File: config.mk
export PLATFORM = sky130hd
export DESIGN_NAME = pmsr_smbus_slave
export DESIGN_NICKNAME = d
export VERILOG_FILES = /design/src/include/pmsr_pkg.sv /design/src/include/pmsr_line_if.sv /design/src/design/pmsr_smbus_slave.sv /design/src/design/pmsr_line_sync.sv /design/src/design/pmsr_result_reg.sv
export SDC_FILE = /design/constraint.sdc
export NUM_CORES = 1
export LEC_CHECK = 0
export BUFFER_PORTS_ARGS = -buffer_cell sky130_fd_sc_hd__buf_2
export CORE_MARGIN = 5
export CORE_UTILIZATION = 45
export CTS_CLUSTER_SIZE = 14
export DETAILED_ROUTE_END_ITERATION = 10
export PLACE_DENSITY = 0.62
export SLEW_MARGIN = 20
export SYNTH_ARGS = -nofsm -noshare
export SYNTH_HDL_FRONTEND = slang
export SYNTH_SLANG_ARGS = --single-unit
File: constraint.sdc
create_clock -name clk -period 3 [get_ports clk]
set_input_delay 0.6 -clock clk [delete_from_list [all_inputs] [get_ports clk]]
set_output_delay 0.6 -clock clk [all_outputs]
set_load 0.005 [all_outputs]
File: src/include/pmsr_pkg.sv
/*
  pmsr_pkg: constants shared by the power monitor serial readout.
  assumes: included before the line interface and the design modules.
*/
package pmsr_pkg;
  // command codes
  localparam logic [7:0]  PMSR_CMD_CFG   = 8'hd0;  // configuration word
  localparam logic [7:0]  PMSR_CMD_VOUT  = 8'h8b;  // voltage read
  localparam logic [7:0]  PMSR_CMD_IOUT  = 8'h8c;  // current read
  localparam logic [7:0]  PMSR_CMD_POUT  = 8'h96;  // power read
  // output selection codes, config bits 7:6
  localparam logic [1:0]  PMSR_SEL_POWER = 2'h0;
  localparam logic [1:0]  PMSR_SEL_VOLT  = 2'h1;
  localparam logic [1:0]  PMSR_SEL_CURR  = 2'h2;
  localparam int          PMSR_SEL_LSB   = 6;
  localparam int          PMSR_SEL_MSB   = 7;
  // result word layout
  localparam int          PMSR_PAD_BITS  = 6;       // zero padding below the point
  localparam int          PMSR_CNT_BITS  = 10;      // sign plus nine count bits
  localparam logic signed [9:0] PMSR_FS_POS = 10'sh100;  // +256 counts
  localparam logic signed [9:0] PMSR_FS_NEG = -10'sh100; // -256 counts
  // reset values
  localparam logic [15:0] PMSR_CFG_RESET = 16'h0000;
  localparam logic [15:0] PMSR_RES_RESET = 16'h0000;
  localparam logic [15:0] PMSR_NO_DATA   = 16'hffff;  // unknown command read
  // framing
  localparam logic [3:0]  PMSR_BYTE_BITS = 4'h8;
  // protocol states
  typedef enum logic [3:0] {
    PMSR_IDLE, PMSR_ADDR, PMSR_ADDR_ACK, PMSR_CMD, PMSR_CMD_ACK,
    PMSR_WDATA, PMSR_WDATA_ACK, PMSR_TX, PMSR_TX_ACK, PMSR_WAIT
  } pmsr_state_t;
endpackage

File: src/include/pmsr_line_if.sv
/*
  pmsr_line_if: conditioned bus events from the synchroniser to the engine.
  assumes: all signals on the core clock, events one cycle wide.
*/
`timescale 1ns/1ps
interface pmsr_line_if;
  logic scl_rise;   // clock line went high
  logic scl_fall;   // clock line went low
  logic start_det;  // start or repeated start
  logic stop_det;   // stop condition
  logic sda_lvl;    // synchronised data level
  modport src (output scl_rise, output scl_fall, output start_det, output stop_det,
               output sda_lvl);
  modport dst (input scl_rise, input scl_fall, input start_det, input stop_det,
               input sda_lvl);
endinterface

File: src/design/pmsr_smbus_slave.sv
/*
  pmsr_smbus_slave: serial command front end of a rail power monitor.
  holds the configuration word and returns the output register.
  assumes: open-drain bus with external pull-ups; scl never driven here.
  assumes: core clock at least eight times the bus bit rate, so every
  bus phase spans several core cycles after the two-flop synchronisers.
  assumes: the measurement engine holds meas_busy for a whole run and
  pulses meas_done once, with meas_count valid in that cycle.
*/
//
// Contract
// - result saturates at plus and minus 256
// - count in bits 15:6, six zero pad
// - binary point sits above six low bits
// - one output register for all quantities
// - three read commands return same register
// - config write: addr, command, low, high
// - config read: repeated start, low then high
// - ack low, nack high, read bit one
// - voltage read command returns output register
// - current read command returns output register
// - power read command returns output register
// - config bits 7:6 select output quantity
// - configuration word lives at command D0h
// - selection change waits for running measurement
`timescale 1ns/1ps
module pmsr_smbus_slave
  import pmsr_pkg::*;
#(
  parameter logic [6:0] SLAVE_ADDR = 7'h2a,  // arbitrary default
  parameter int         COUNT_W    = 10
)(
  // clock and reset
  input  wire logic               clk,
  input  wire logic               rst_n,
  // serial bus pins
  input  wire logic               scl_in,
  input  wire logic               sda_in,
  output logic                    sda_out,
  output logic                    sda_oe,
  // measurement engine
  input  wire logic               meas_busy,
  input  wire logic               meas_done,
  input  wire logic signed [COUNT_W-1:0] meas_count,
  output logic      [1:0]         meas_sel,
  // configuration word
  output logic      [15:0]        cfg_word
);
  if (COUNT_W < PMSR_CNT_BITS) begin : g_chk
    $error("pmsr_smbus_slave: COUNT_W too small");
  end

  pmsr_line_if line ();          // conditioned bus events

  // sequencer position and bit count
  pmsr_state_t state_r;          // protocol position
  logic [3:0]  bit_cnt_r;        // bits of current byte

  // shifters and held bytes
  logic [7:0]  rx_sh_r;          // receive shifter
  logic [7:0]  tx_sh_r;          // transmit shifter
  logic [7:0]  cmd_r;            // last command code
  logic [7:0]  wlow_r;           // low data byte held

  // direction and pairing flags
  logic        byte_hi_r;        // second byte of pair
  logic        rd_r;             // read direction taken
  logic        mack_r;           // host acked our byte

  // register contents
  logic [15:0] cfg_r;            // configuration word
  logic [15:0] result;           // output register
  logic [1:0]  sel_act;          // applied selection
  logic [15:0] rd_word;          // word to return

  // byte-complete strobes
  logic        byte_end;         // closing fall of a full byte
  logic        cmd_end;          // command byte complete
  logic        wlow_end;         // low data byte complete
  logic        whigh_end;        // high data byte complete

  // bus pin conditioning
  // pins pass two flops before any logic here reads them
  pmsr_line_sync u_sync (
    .clk    (clk),
    .rst_n  (rst_n),
    .scl_in (scl_in),
    .sda_in (sda_in),
    .line   (line.src)
  );

  // output register and selection handover
  // the engine sees a new selection only between runs
  pmsr_result_reg #(.COUNT_W(COUNT_W)) u_res (
    .clk        (clk),
    .rst_n      (rst_n),
    .sel_cfg    (cfg_r[PMSR_SEL_MSB:PMSR_SEL_LSB]),
    .sel_act    (sel_act),
    .meas_busy  (meas_busy),
    .meas_done  (meas_done),
    .meas_count (meas_count),
    .result     (result)
  );

  // a read command is one of the three measurement reads
  function automatic logic is_meas_rd(input logic [7:0] c);
    is_meas_rd = (c == PMSR_CMD_VOUT) ||
                 (c == PMSR_CMD_IOUT) ||
                 (c == PMSR_CMD_POUT);
  endfunction

  // a full byte has been shifted in or out
  function automatic logic byte_full(input logic [3:0] n);
    byte_full = (n == PMSR_BYTE_BITS);
  endfunction

  // word returned by a read, selected by command
  always_comb begin
    if (cmd_r == PMSR_CMD_CFG) begin
      rd_word = cfg_r;
    end else if (is_meas_rd(cmd_r)) begin
      rd_word = result;
    end else begin
      rd_word = PMSR_NO_DATA;      // unknown and reserved codes
    end
  end

  // protocol sequencer
  // stop outranks start and both outrank clock edges, so a condition
  // seen in the cycle of an edge always resets the byte framing
  always_ff @(posedge clk) begin
    if (!rst_n) begin
      state_r   <= PMSR_IDLE;
      bit_cnt_r <= 4'h0;
      rx_sh_r   <= 8'h00;
      tx_sh_r   <= 8'h00;
      byte_hi_r <= 1'b0;
      rd_r      <= 1'b0;
      mack_r    <= 1'b0;
      sda_oe    <= 1'b0;
    end else if (line.stop_det) begin
      // stop ends anything and frees the line
      state_r <= PMSR_IDLE;
      sda_oe  <= 1'b0;
    end else if (line.start_det) begin
      // start or repeated start, command code kept
      state_r   <= PMSR_ADDR;
      bit_cnt_r <= 4'h0;
      sda_oe    <= 1'b0;
    end else if (line.scl_rise) begin
      // sampling edge: bits are taken while the clock is high
      case (state_r)
        // shift receive bits, msb first
        PMSR_ADDR, PMSR_CMD, PMSR_WDATA: begin
          rx_sh_r   <= {rx_sh_r[6:0], line.sda_lvl};
          bit_cnt_r <= bit_cnt_r + 4'h1;
        end
        // count bits sampled by the host
        PMSR_TX: bit_cnt_r <= bit_cnt_r + 4'h1;
        // host answer: low is ack, high is nack
        PMSR_TX_ACK: mack_r <= ~line.sda_lvl;
        default: ;
      endcase
    end else if (line.scl_fall) begin
      // driving edge: the data line may change only while clock is low
      case (state_r)
        // address byte complete
        PMSR_ADDR: begin
          if (bit_cnt_r == PMSR_BYTE_BITS) begin
            if (rx_sh_r[7:1] == SLAVE_ADDR) begin
              rd_r    <= rx_sh_r[0];
              sda_oe  <= 1'b1;        // ack drives low
              state_r <= PMSR_ADDR_ACK;
            end else begin
              state_r <= PMSR_WAIT;   // not ours
            end
          end
        end
        // end of address ack
        PMSR_ADDR_ACK: begin
          bit_cnt_r <= 4'h0;
          byte_hi_r <= 1'b0;
          if (rd_r) begin
            // low byte first
            tx_sh_r <= rd_word[7:0];
            sda_oe  <= ~rd_word[7];
            state_r <= PMSR_TX;
          end else begin
            sda_oe  <= 1'b0;
            state_r <= PMSR_CMD;
          end
        end
        // command byte complete
        PMSR_CMD: begin
          if (bit_cnt_r == PMSR_BYTE_BITS) begin
            sda_oe  <= 1'b1;
            state_r <= PMSR_CMD_ACK;
          end
        end
        // end of command ack, first data byte next
        PMSR_CMD_ACK: begin
          sda_oe    <= 1'b0;
          bit_cnt_r <= 4'h0;
          state_r   <= PMSR_WDATA;
        end
        // data byte complete
        PMSR_WDATA: begin
          if (bit_cnt_r == PMSR_BYTE_BITS) begin
            sda_oe  <= 1'b1;
            state_r <= PMSR_WDATA_ACK;
          end
        end
        // low byte then high byte
        PMSR_WDATA_ACK: begin
          sda_oe    <= 1'b0;
          bit_cnt_r <= 4'h0;
          byte_hi_r <= ~byte_hi_r;
          state_r   <= byte_hi_r ? PMSR_WAIT : PMSR_WDATA;
        end
        // shift out, release after eighth bit for host ack
        PMSR_TX: begin
          if (bit_cnt_r == PMSR_BYTE_BITS) begin
            sda_oe  <= 1'b0;
            state_r <= PMSR_TX_ACK;
          end else begin
            tx_sh_r <= {tx_sh_r[6:0], 1'b0};
            sda_oe  <= ~tx_sh_r[6];
          end
        end
        // host acked low byte: send high; else stop sending
        PMSR_TX_ACK: begin
          bit_cnt_r <= 4'h0;
          if (mack_r && !byte_hi_r) begin
            byte_hi_r <= 1'b1;
            tx_sh_r   <= rd_word[15:8];
            sda_oe    <= ~rd_word[15];
            state_r   <= PMSR_TX;
          end else begin
            state_r <= PMSR_WAIT;  // nack ends read
          end
        end
        default: ;
      endcase
    end
  end

  // closing fall of a received byte, by where the sequencer stands
  assign byte_end  = line.scl_fall && byte_full(bit_cnt_r);
  assign cmd_end   = byte_end && (state_r == PMSR_CMD);
  assign wlow_end  = byte_end && (state_r == PMSR_WDATA) && !byte_hi_r;
  assign whigh_end = byte_end && (state_r == PMSR_WDATA) && byte_hi_r;

  // command code capture, kept across a repeated start
  always_ff @(posedge clk) begin
    if (!rst_n) begin
      cmd_r <= 8'h00;              // no command seen yet
    end else if (cmd_end) begin
      cmd_r <= rx_sh_r;
    end
  end

  // low data byte held until the high byte arrives
  always_ff @(posedge clk) begin
    if (!rst_n) begin
      wlow_r <= 8'h00;             // nothing held
    end else if (wlow_end) begin
      wlow_r <= rx_sh_r;
    end
  end

  // configuration word commits on the high byte only: a lone low
  // byte cut short by a stop never leaves a half-written word;
  // other codes, the reserved ones too, leave the word untouched
  always_ff @(posedge clk) begin
    if (!rst_n) begin
      cfg_r <= PMSR_CFG_RESET;     // start-up configuration
    end else if (whigh_end && (cmd_r == PMSR_CMD_CFG)) begin
      cfg_r <= {rx_sh_r, wlow_r};
    end
  end

  // data pin value: open drain, only low is ever driven
  always_ff @(posedge clk) begin
    if (!rst_n) begin
      sda_out <= 1'b0;             // low drive value after reset
    end else begin
      sda_out <= 1'b0;             // pull-up makes the high level
    end
  end

  // applied selection to the engine, one stage after the handover
  always_ff @(posedge clk) begin
    if (!rst_n) begin
      meas_sel <= PMSR_SEL_POWER;
    end else begin
      meas_sel <= sel_act;
    end
  end

  // configuration word mirrored to the rest of the device
  always_ff @(posedge clk) begin
    if (!rst_n) begin
      cfg_word <= PMSR_CFG_RESET;  // start-up field values
    end else begin
      cfg_word <= cfg_r;           // follows a committed bus write
    end
  end
endmodule // pmsr_smbus_slave

File: src/design/pmsr_line_sync.sv
/*
  pmsr_line_sync: two-flop synchronisers and edge/condition detection of the bus pins.
  assumes: pins asynchronous to clk; clk far faster than the bus clock.
*/
`timescale 1ns/1ps
module pmsr_line_sync
  import pmsr_pkg::*;
(
  // clock and reset
  input  wire logic clk,
  input  wire logic rst_n,
  // bus pins
  input  wire logic scl_in,
  input  wire logic sda_in,
  // conditioned events
  pmsr_line_if.src  line
);
  logic [1:0] scl_sy_r;  // scl synchroniser
  logic [1:0] sda_sy_r;  // sda synchroniser
  logic       scl_d_r;   // delayed scl for edges
  logic       sda_d_r;   // delayed sda for edges

  // synchronisers, idle bus is high
  always_ff @(posedge clk) begin
    if (!rst_n) begin
      scl_sy_r <= 2'h3;
      sda_sy_r <= 2'h3;
    end else begin
      scl_sy_r <= {scl_sy_r[0], scl_in};
      sda_sy_r <= {sda_sy_r[0], sda_in};
    end
  end

  // delay stage after the synchroniser
  always_ff @(posedge clk) begin
    if (!rst_n) begin
      scl_d_r <= 1'b1;
      sda_d_r <= 1'b1;
    end else begin
      scl_d_r <= scl_sy_r[1];
      sda_d_r <= sda_sy_r[1];
    end
  end

  // event decode from second stage and delay stage only
  assign line.scl_rise  = scl_sy_r[1] & ~scl_d_r;
  assign line.scl_fall  = ~scl_sy_r[1] & scl_d_r;
  assign line.start_det = scl_sy_r[1] & scl_d_r & ~sda_sy_r[1] & sda_d_r;
  assign line.stop_det  = scl_sy_r[1] & scl_d_r & sda_sy_r[1] & ~sda_d_r;
  assign line.sda_lvl   = sda_sy_r[1];
endmodule // pmsr_line_sync

File: src/design/pmsr_result_reg.sv
/*
  pmsr_result_reg: the single output register and the selection it reports.
  assumes: measurement engine gives a signed count with a done pulse and busy level.
*/
`timescale 1ns/1ps
module pmsr_result_reg
  import pmsr_pkg::*;
#(
  parameter int COUNT_W = 10
)(
  // clock and reset
  input  wire logic               clk,
  input  wire logic               rst_n,
  // configured and applied selection
  input  wire logic [1:0]         sel_cfg,
  output logic      [1:0]         sel_act,
  // measurement engine
  input  wire logic               meas_busy,
  input  wire logic               meas_done,
  input  wire logic signed [COUNT_W-1:0] meas_count,
  // stored word
  output logic      [15:0]        result
);
  if (COUNT_W < PMSR_CNT_BITS) begin : g_chk
    $error("pmsr_result_reg: COUNT_W too small");
  end

  // clamp to full scale and place above the padding
  function automatic logic [15:0] fmt(input logic signed [COUNT_W-1:0] c);
    logic signed [9:0] s;
    s = 10'sh000;
    if (c > COUNT_W'(PMSR_FS_POS)) s = PMSR_FS_POS;
    else if (c < COUNT_W'(PMSR_FS_NEG)) s = PMSR_FS_NEG;
    else s = c[9:0];
    fmt = {s, {PMSR_PAD_BITS{1'b0}}};
  endfunction

  // selection reaches the engine only between operations
  always_ff @(posedge clk) begin
    if (!rst_n) sel_act <= PMSR_SEL_POWER;
    else if (!meas_busy && !meas_done) sel_act <= sel_cfg;
  end

  // one register, whatever quantity is selected
  always_ff @(posedge clk) begin
    if (!rst_n) result <= PMSR_RES_RESET;
    else if (meas_done) result <= fmt(meas_count);
  end
endmodule // pmsr_result_reg

# --- After elaboration in Yosys (flattened, before gate mapping) ---
# Cells that the tools add are included.
totals:
  elab_cells: 142
  register_bits: 95
  out_inout_bits: 20
op_classes:
  addsub: 1
  bitwise_logic: 19
  muxes: 34
  order_cmp: 2
  n_reduce_logical: 37
  n_eq_ne: 29
op_table:
  columns: ["op", "count"]
  rows:
  - ["$mux W4", 12]
  - ["$eq A8 B8 Y1 const B", 4]
  - ["$mux W16", 2]
  - ["$pmux W4 S8", 1]
  - ["$reduce_and A7 Y1", 4]
  - ["$mux W7", 3]
  - ["$pmux W7 S3", 1]
  - ["$mux W10", 2]
  - ["$eq A4 B3 Y1 const B", 4]
  - ["$ne A2 B2 Y1 const B", 8]
  - ["$ne A3 B3 Y1 const B", 4]
  - ["$not A1 Y1", 12]
  - ["$reduce_and A4 Y1", 3]
  - ["$reduce_bool A3 Y1", 4]
  - ["$gt A10 B10 Y1 const B", 1]
  - ["$lt A10 B9 Y1 const B", 1]
  - ["$mux W1", 10]
  - ["$reduce_bool A9 Y1", 1]
  - ["$eq A4 B2 Y1 const B", 2]
  - ["$eq A4 B4 Y1 const B", 2]
  - ["$logic_and A1 B1 Y1", 8]
  - ["$reduce_and A8 Y1", 1]
  - ["$reduce_bool A8 Y1", 1]
  - ["$reduce_or A4 Y1", 2]
  - ["16 further kinds", 29]

# --- Logic depth before layout (Yosys ltp) ---
logic_depth:
  depth_word: 8
  depth_mapped: 10
  mapped_depth_nobuf: 7

# --- Modules after synthesis ---
# A second synthesis with hierarchy kept.
unflattened:
  cells_unflattened: 443
  area_unflattened_um2: 4302.9
by_module_without_submodules:
  columns: ["mod", "seq_area_each_um2", "area_each_um2", "instances", "cells_each"]
  rows:
  - ["pmsr_smbus_slave", 1541.5, 3570.9, 1, 367]
  - ["pmsr_result_reg", 240.2, 541.8, 1, 60]
  - ["pmsr_line_sync", 120.1, 190.2, 1, 16]

# --- Worst setup path before layout ---
# No wires, ideal clock.
synth_path:
  path_kind: "register to register"
  start: "reg u_sync.scl_d_r"
  end: "reg tx_sh_r[4]"
  stages_incl_launch_ff: 9
  setup_time_ps: 81
  synth_period_minus_slack_ps: 1784
  arrival_ps: 1703
  slack_ps: 1216
  required_time_ps: 2919
  cell_sequence: "dfxtp_1 inv_1 ha_1 nand2b_1 a21o_1 a211oi_4 buf_6 o21ai_1 a41oi_1"
synth_via:
  elab_chain_cells: 5
  elab_cells_between_ends: 12
  classes_between: "bitwise: 11; reduce/logical: 1"
synth_rtl:
  columns: ["item", "line_no", "rtl"]
  rows:
  - ["start: declaration", "pmsr_line_sync.sv:20", "logic scl_d_r;"]
  - ["start signal: assignment", "pmsr_line_sync.sv:40", "scl_d_r <= scl_sy_r[1];"]
  - ["$and A1 B1 Y1", "pmsr_line_sync.sv:48, pmsr_line_sync.sv:49", null]
  - ["$and A1 B1 Y1 (on tied branches) (2 in a row)", "pmsr_line_sync.sv:48, pmsr_line_sync.sv:49", null]
  - ["$not A1 Y1 (no line)", null, null]
  - ["$reduce_and A8 Y1 (no line) *", null, null]
  - ["end signal: assignment", "pmsr_smbus_slave.sv:185", "tx_sh_r <= rd_word[7:0];"]
  - ["end signal: assignment", "pmsr_smbus_slave.sv:226", "tx_sh_r <= {tx_sh_r[6:0], 1'b0};"]
  - ["end signal: assignment", "pmsr_smbus_slave.sv:235", "tx_sh_r <= rd_word[15:8];"]
  - ["end: declaration", "pmsr_smbus_slave.sv:61", "logic [7:0] tx_sh_r;"]
# Every way passes the cells marked *; elsewhere a longest branch is shown, timed or not.
# A chain may end at the register's enable or synchronous reset.

# --- Final worst setup path ---
layout_path:
  start: "reg state_r[2]"
  end: "reg tx_sh_r[6]"
layout_via:
  elab_chain_cells: 3
  elab_cells_between_ends: 9
  classes_between: "eq/ne: 6; mux: 1; reduce/logical: 2"
layout_rtl:
  columns: ["item", "line_no", "rtl"]
  rows:
  - ["start: declaration", "pmsr_smbus_slave.sv:56", "pmsr_state_t state_r;"]
  - ["start signal: assignment", "pmsr_smbus_slave.sv:218", "state_r <= byte_hi_r ? PMSR_WAIT : PMSR_WDATA;"]
  - ["$eq A4 B3 Y1, or another cell as far along", "pmsr_smbus_slave.sv:166", "case (state_r)"]
  - ["$ne A2 B2 Y1 (no line) / $reduce_bool A3 Y1 (equally long branches)", null, null]
  - ["$reduce_and A8 Y1 (no line)", null, null]
# Several ways; a longest one is shown, not always the timed one.

==> results_dict.tcl <==
set metrics [dict create \
    tightestPinTransition_ns 0.6597 \
    wire_per_inst_um 15.22 \
    total_power_mw 2.243 \
    synth.largest_area_cell "dfxtp_1" \
    power.density_nw_per_um2 483.9 \
    grt_pass1_wl_mm 16.06 \
    wirelength_mm 9.241 \
    syn_to_final_growth_pct 9.716 \
    final_nets 512 \
    layout.cells.non_filler 607 \
    final_area_um2 4634 \
    antenna_found_initial 0 \
    finalWeightedCongestion 0.8446 \
    yosys-top-cells-area "dfxtp_1 (45%), mux2i_1 (6.9%), nand2_1 (5.2%), nor2_1 (3.8%), a21oi_1 (3.8%)" \
    root_buffer "clkbuf_8" \
    cp.arrival_ns 2.66 \
    rows 35 \
    dpl.hpwl_mm 6.605 \
    finalWorstPathRequiredPeriod_ns 2.427 \
    synth_seq_cells 95 \
    fp.dieH_um 106.9 \
    ant_nets 0 \
    cts_sinks 95 \
    setup_violations 0 \
    synth_area_per_cell_um2 8.987 \
    crit_type "flop to flop" \
    cts_tree "built" \
    place_area_um2 4427 \
    clock_latency_ns 0.36 \
    fin_skew_ns 0.01190 \
    fin_ws_ns 0.5733 \
    synth_top_area_share_pct 45.02 \
    synth_edf_count 0 \
    p_leak_nw 1.749 \
    dr.pass1.iters 4 \
    cts_buffer_depth 2 \
    status "finished, final reports clean" \
    drc 0 \
    via_per_inst 5.474 \
    diodes 0 \
    grt_use_total_pct 17.38 \
    htreeDepth 3 \
    numCtsBuffers 9 \
    cts_hold_buf 0 \
    slew_violations 0 \
    drive_above_1_share_pct 13.91 \
    period_share_pct 80.89 \
    final_common_cell "dfxtp_1" \
    synth_warnings 0 \
    num_io_pins 36 \
    post-cts-setup-buffers 0 \
    core_um2 9196 \
    end_kind "flop" \
    async_reset_ff_share_pct 0 \
    synth_cells 470 \
    hold_path_class "input pin to flop" \
    critPathLaunchType "flop" \
    grt_pass1_vias 3191 \
    seq_area_frac_synth_pct 45.02 \
    start_util_pct 45.93 \
    route.vias.total 3323 \
    syn_nets 491 \
    timing.fmax_mhz 412.1 \
    gr-total-overflow 0 \
    fp.dieW_um 106.9 \
    netlist_area_um2 4224 \
    cp_data_required_time_ns 3.23 \
    place_ws_ns 0.6471 \
    timing.setup.tns_ns 0 \
    slew_headroom_pct 55.81 \
    max-vdd-ir-drop_uv 205.2 \
    post_synth_num_cell_types 68 \
    cts_resized 0 \
    layout_common_cells "dfxtp_1 (95), nand2_1 (58), nor2_1 (43)" \
    die_area_um2 11420 \
    crit_fanout 17 \
    maxCapViolCount 0 \
    final_hold_viol_count 0 \
    rsz0062_at_grt "false" \
    clkTransAtPathRegs_ns 0.10 \
    grt_max_degree 50 \
    drt_iter0_drc 195 \
    synth-main-ff-cell "dfxtp_1" \
    portBuffers 34 \
    place_inst 591 \
]
final cells by class:
cell class,instances,area (um2)
clock buffers,9,123.9
clock inverters,7,83.83
fillers,888,4562
inverters,9,33.78
multi-input cells,336,2137
flip-flops and latches,95,1902
well taps,111,138.9
repair buffers,40,215.2
metrics by stage:
step                      hold slack (ns)  util (%)
after floorplan                    0.3863         -
after global placement             0.3876     48.14
after detailed placement           0.3939     48.14
after CTS                          0.3990     50.39
after global routing               0.4084     50.39
final                              0.4120     50.39
power by group:
part	internal, mW	switching, mW	leakage [nW]
clock network	0.403	0.472	0.108
registers	1.27	0.0132	0.768
logic	0.0302	0.0522	0.873
total	1.71	0.537	1.75
state kept, by name (all words and copies together) (netlist names), 2 cells and up:
signal / flops
u_sync.scl_sy_r: 2
u_sync.sda_sy_r: 2
state_r: 4
u_res.sel_act: 2
cfg_r: 16
tx_sh_r: 7
rx_sh_r: 8
cmd_r: 8
bit_cnt_r: 4
wlow_r: 8
meas_sel: 2
cfg_word: 16
u_res.result: 10
synth_stat cells, drive strengths merged (3+ instances only):
cell	count
a21boi	5
a21o	3
a21oi	33
a31oi	7
a41oi	6
and2	21
buf	14
clkbuf	16
dfxtp	95
ha	5
inv	9
mux2i	29
nand2	58
nand2b	11
nand3	5
nand3b	3
nand4	3
nor2	44
nor2b	16
nor3	4
nor3b	3
nor4b	3
o2111ai	3
o211ai	5
o21ai	21
o221ai	9
or2	3
critical path, stage by stage (launching register included):
cell and delay, ns:
dfxtp_1 0.71, and4b_1 0.56, nand2b_1 0.16, a211oi_4 0.54
a21boi_1 0.23, a31oi_1 0.10
routing by layer:
metal / track usage (%) / vias to the layer above / wire length, um
met1: 24.58 / 1563 / 4585
met3: 2.890 / 11 / 360
met5: 0 / - / 0
met2: 26.98 / 61 / 4158
li1: - / 1688 / -
met4: 5.753 / 0 / 136
kinds of logic (layout without fill, tap and decap cells):
group	after synthesis	in the layout	share of synthesized area, %
simple gates	190	190	23.93
compound gates	109	109	17.80
flops	95	95	45.02
buf+inv	39	65	4.383
mux	29	29	6.872
fa+ha+maj	5	5	1.481
xor+xnor	2	2	0.4148
other cells	1	1	0.08878
final timing paths:
kind | start | end | slack (ns) | cells past startpoint
max | state_r[2]$_SDFFE_PP0P_ | tx_sh_r[6]$_SDFFE_PN0P_ | 0.57 | 5
min | scl_in | u_sync.scl_sy_r[0]$_SDFF_PN1_ | 0.41 | 2
max reg2reg | state_r[2]$_SDFFE_PP0P_ | tx_sh_r[6]$_SDFFE_PN0P_ | 0.57 | 5
min reg2reg | u_sync.sda_sy_r[0]$_SDFF_PN1_ | u_sync.sda_sy_r[1]$_SDFF_PN1_ | 0.42 | 1
No activity file was read; power rests on OpenSTA's default activity.
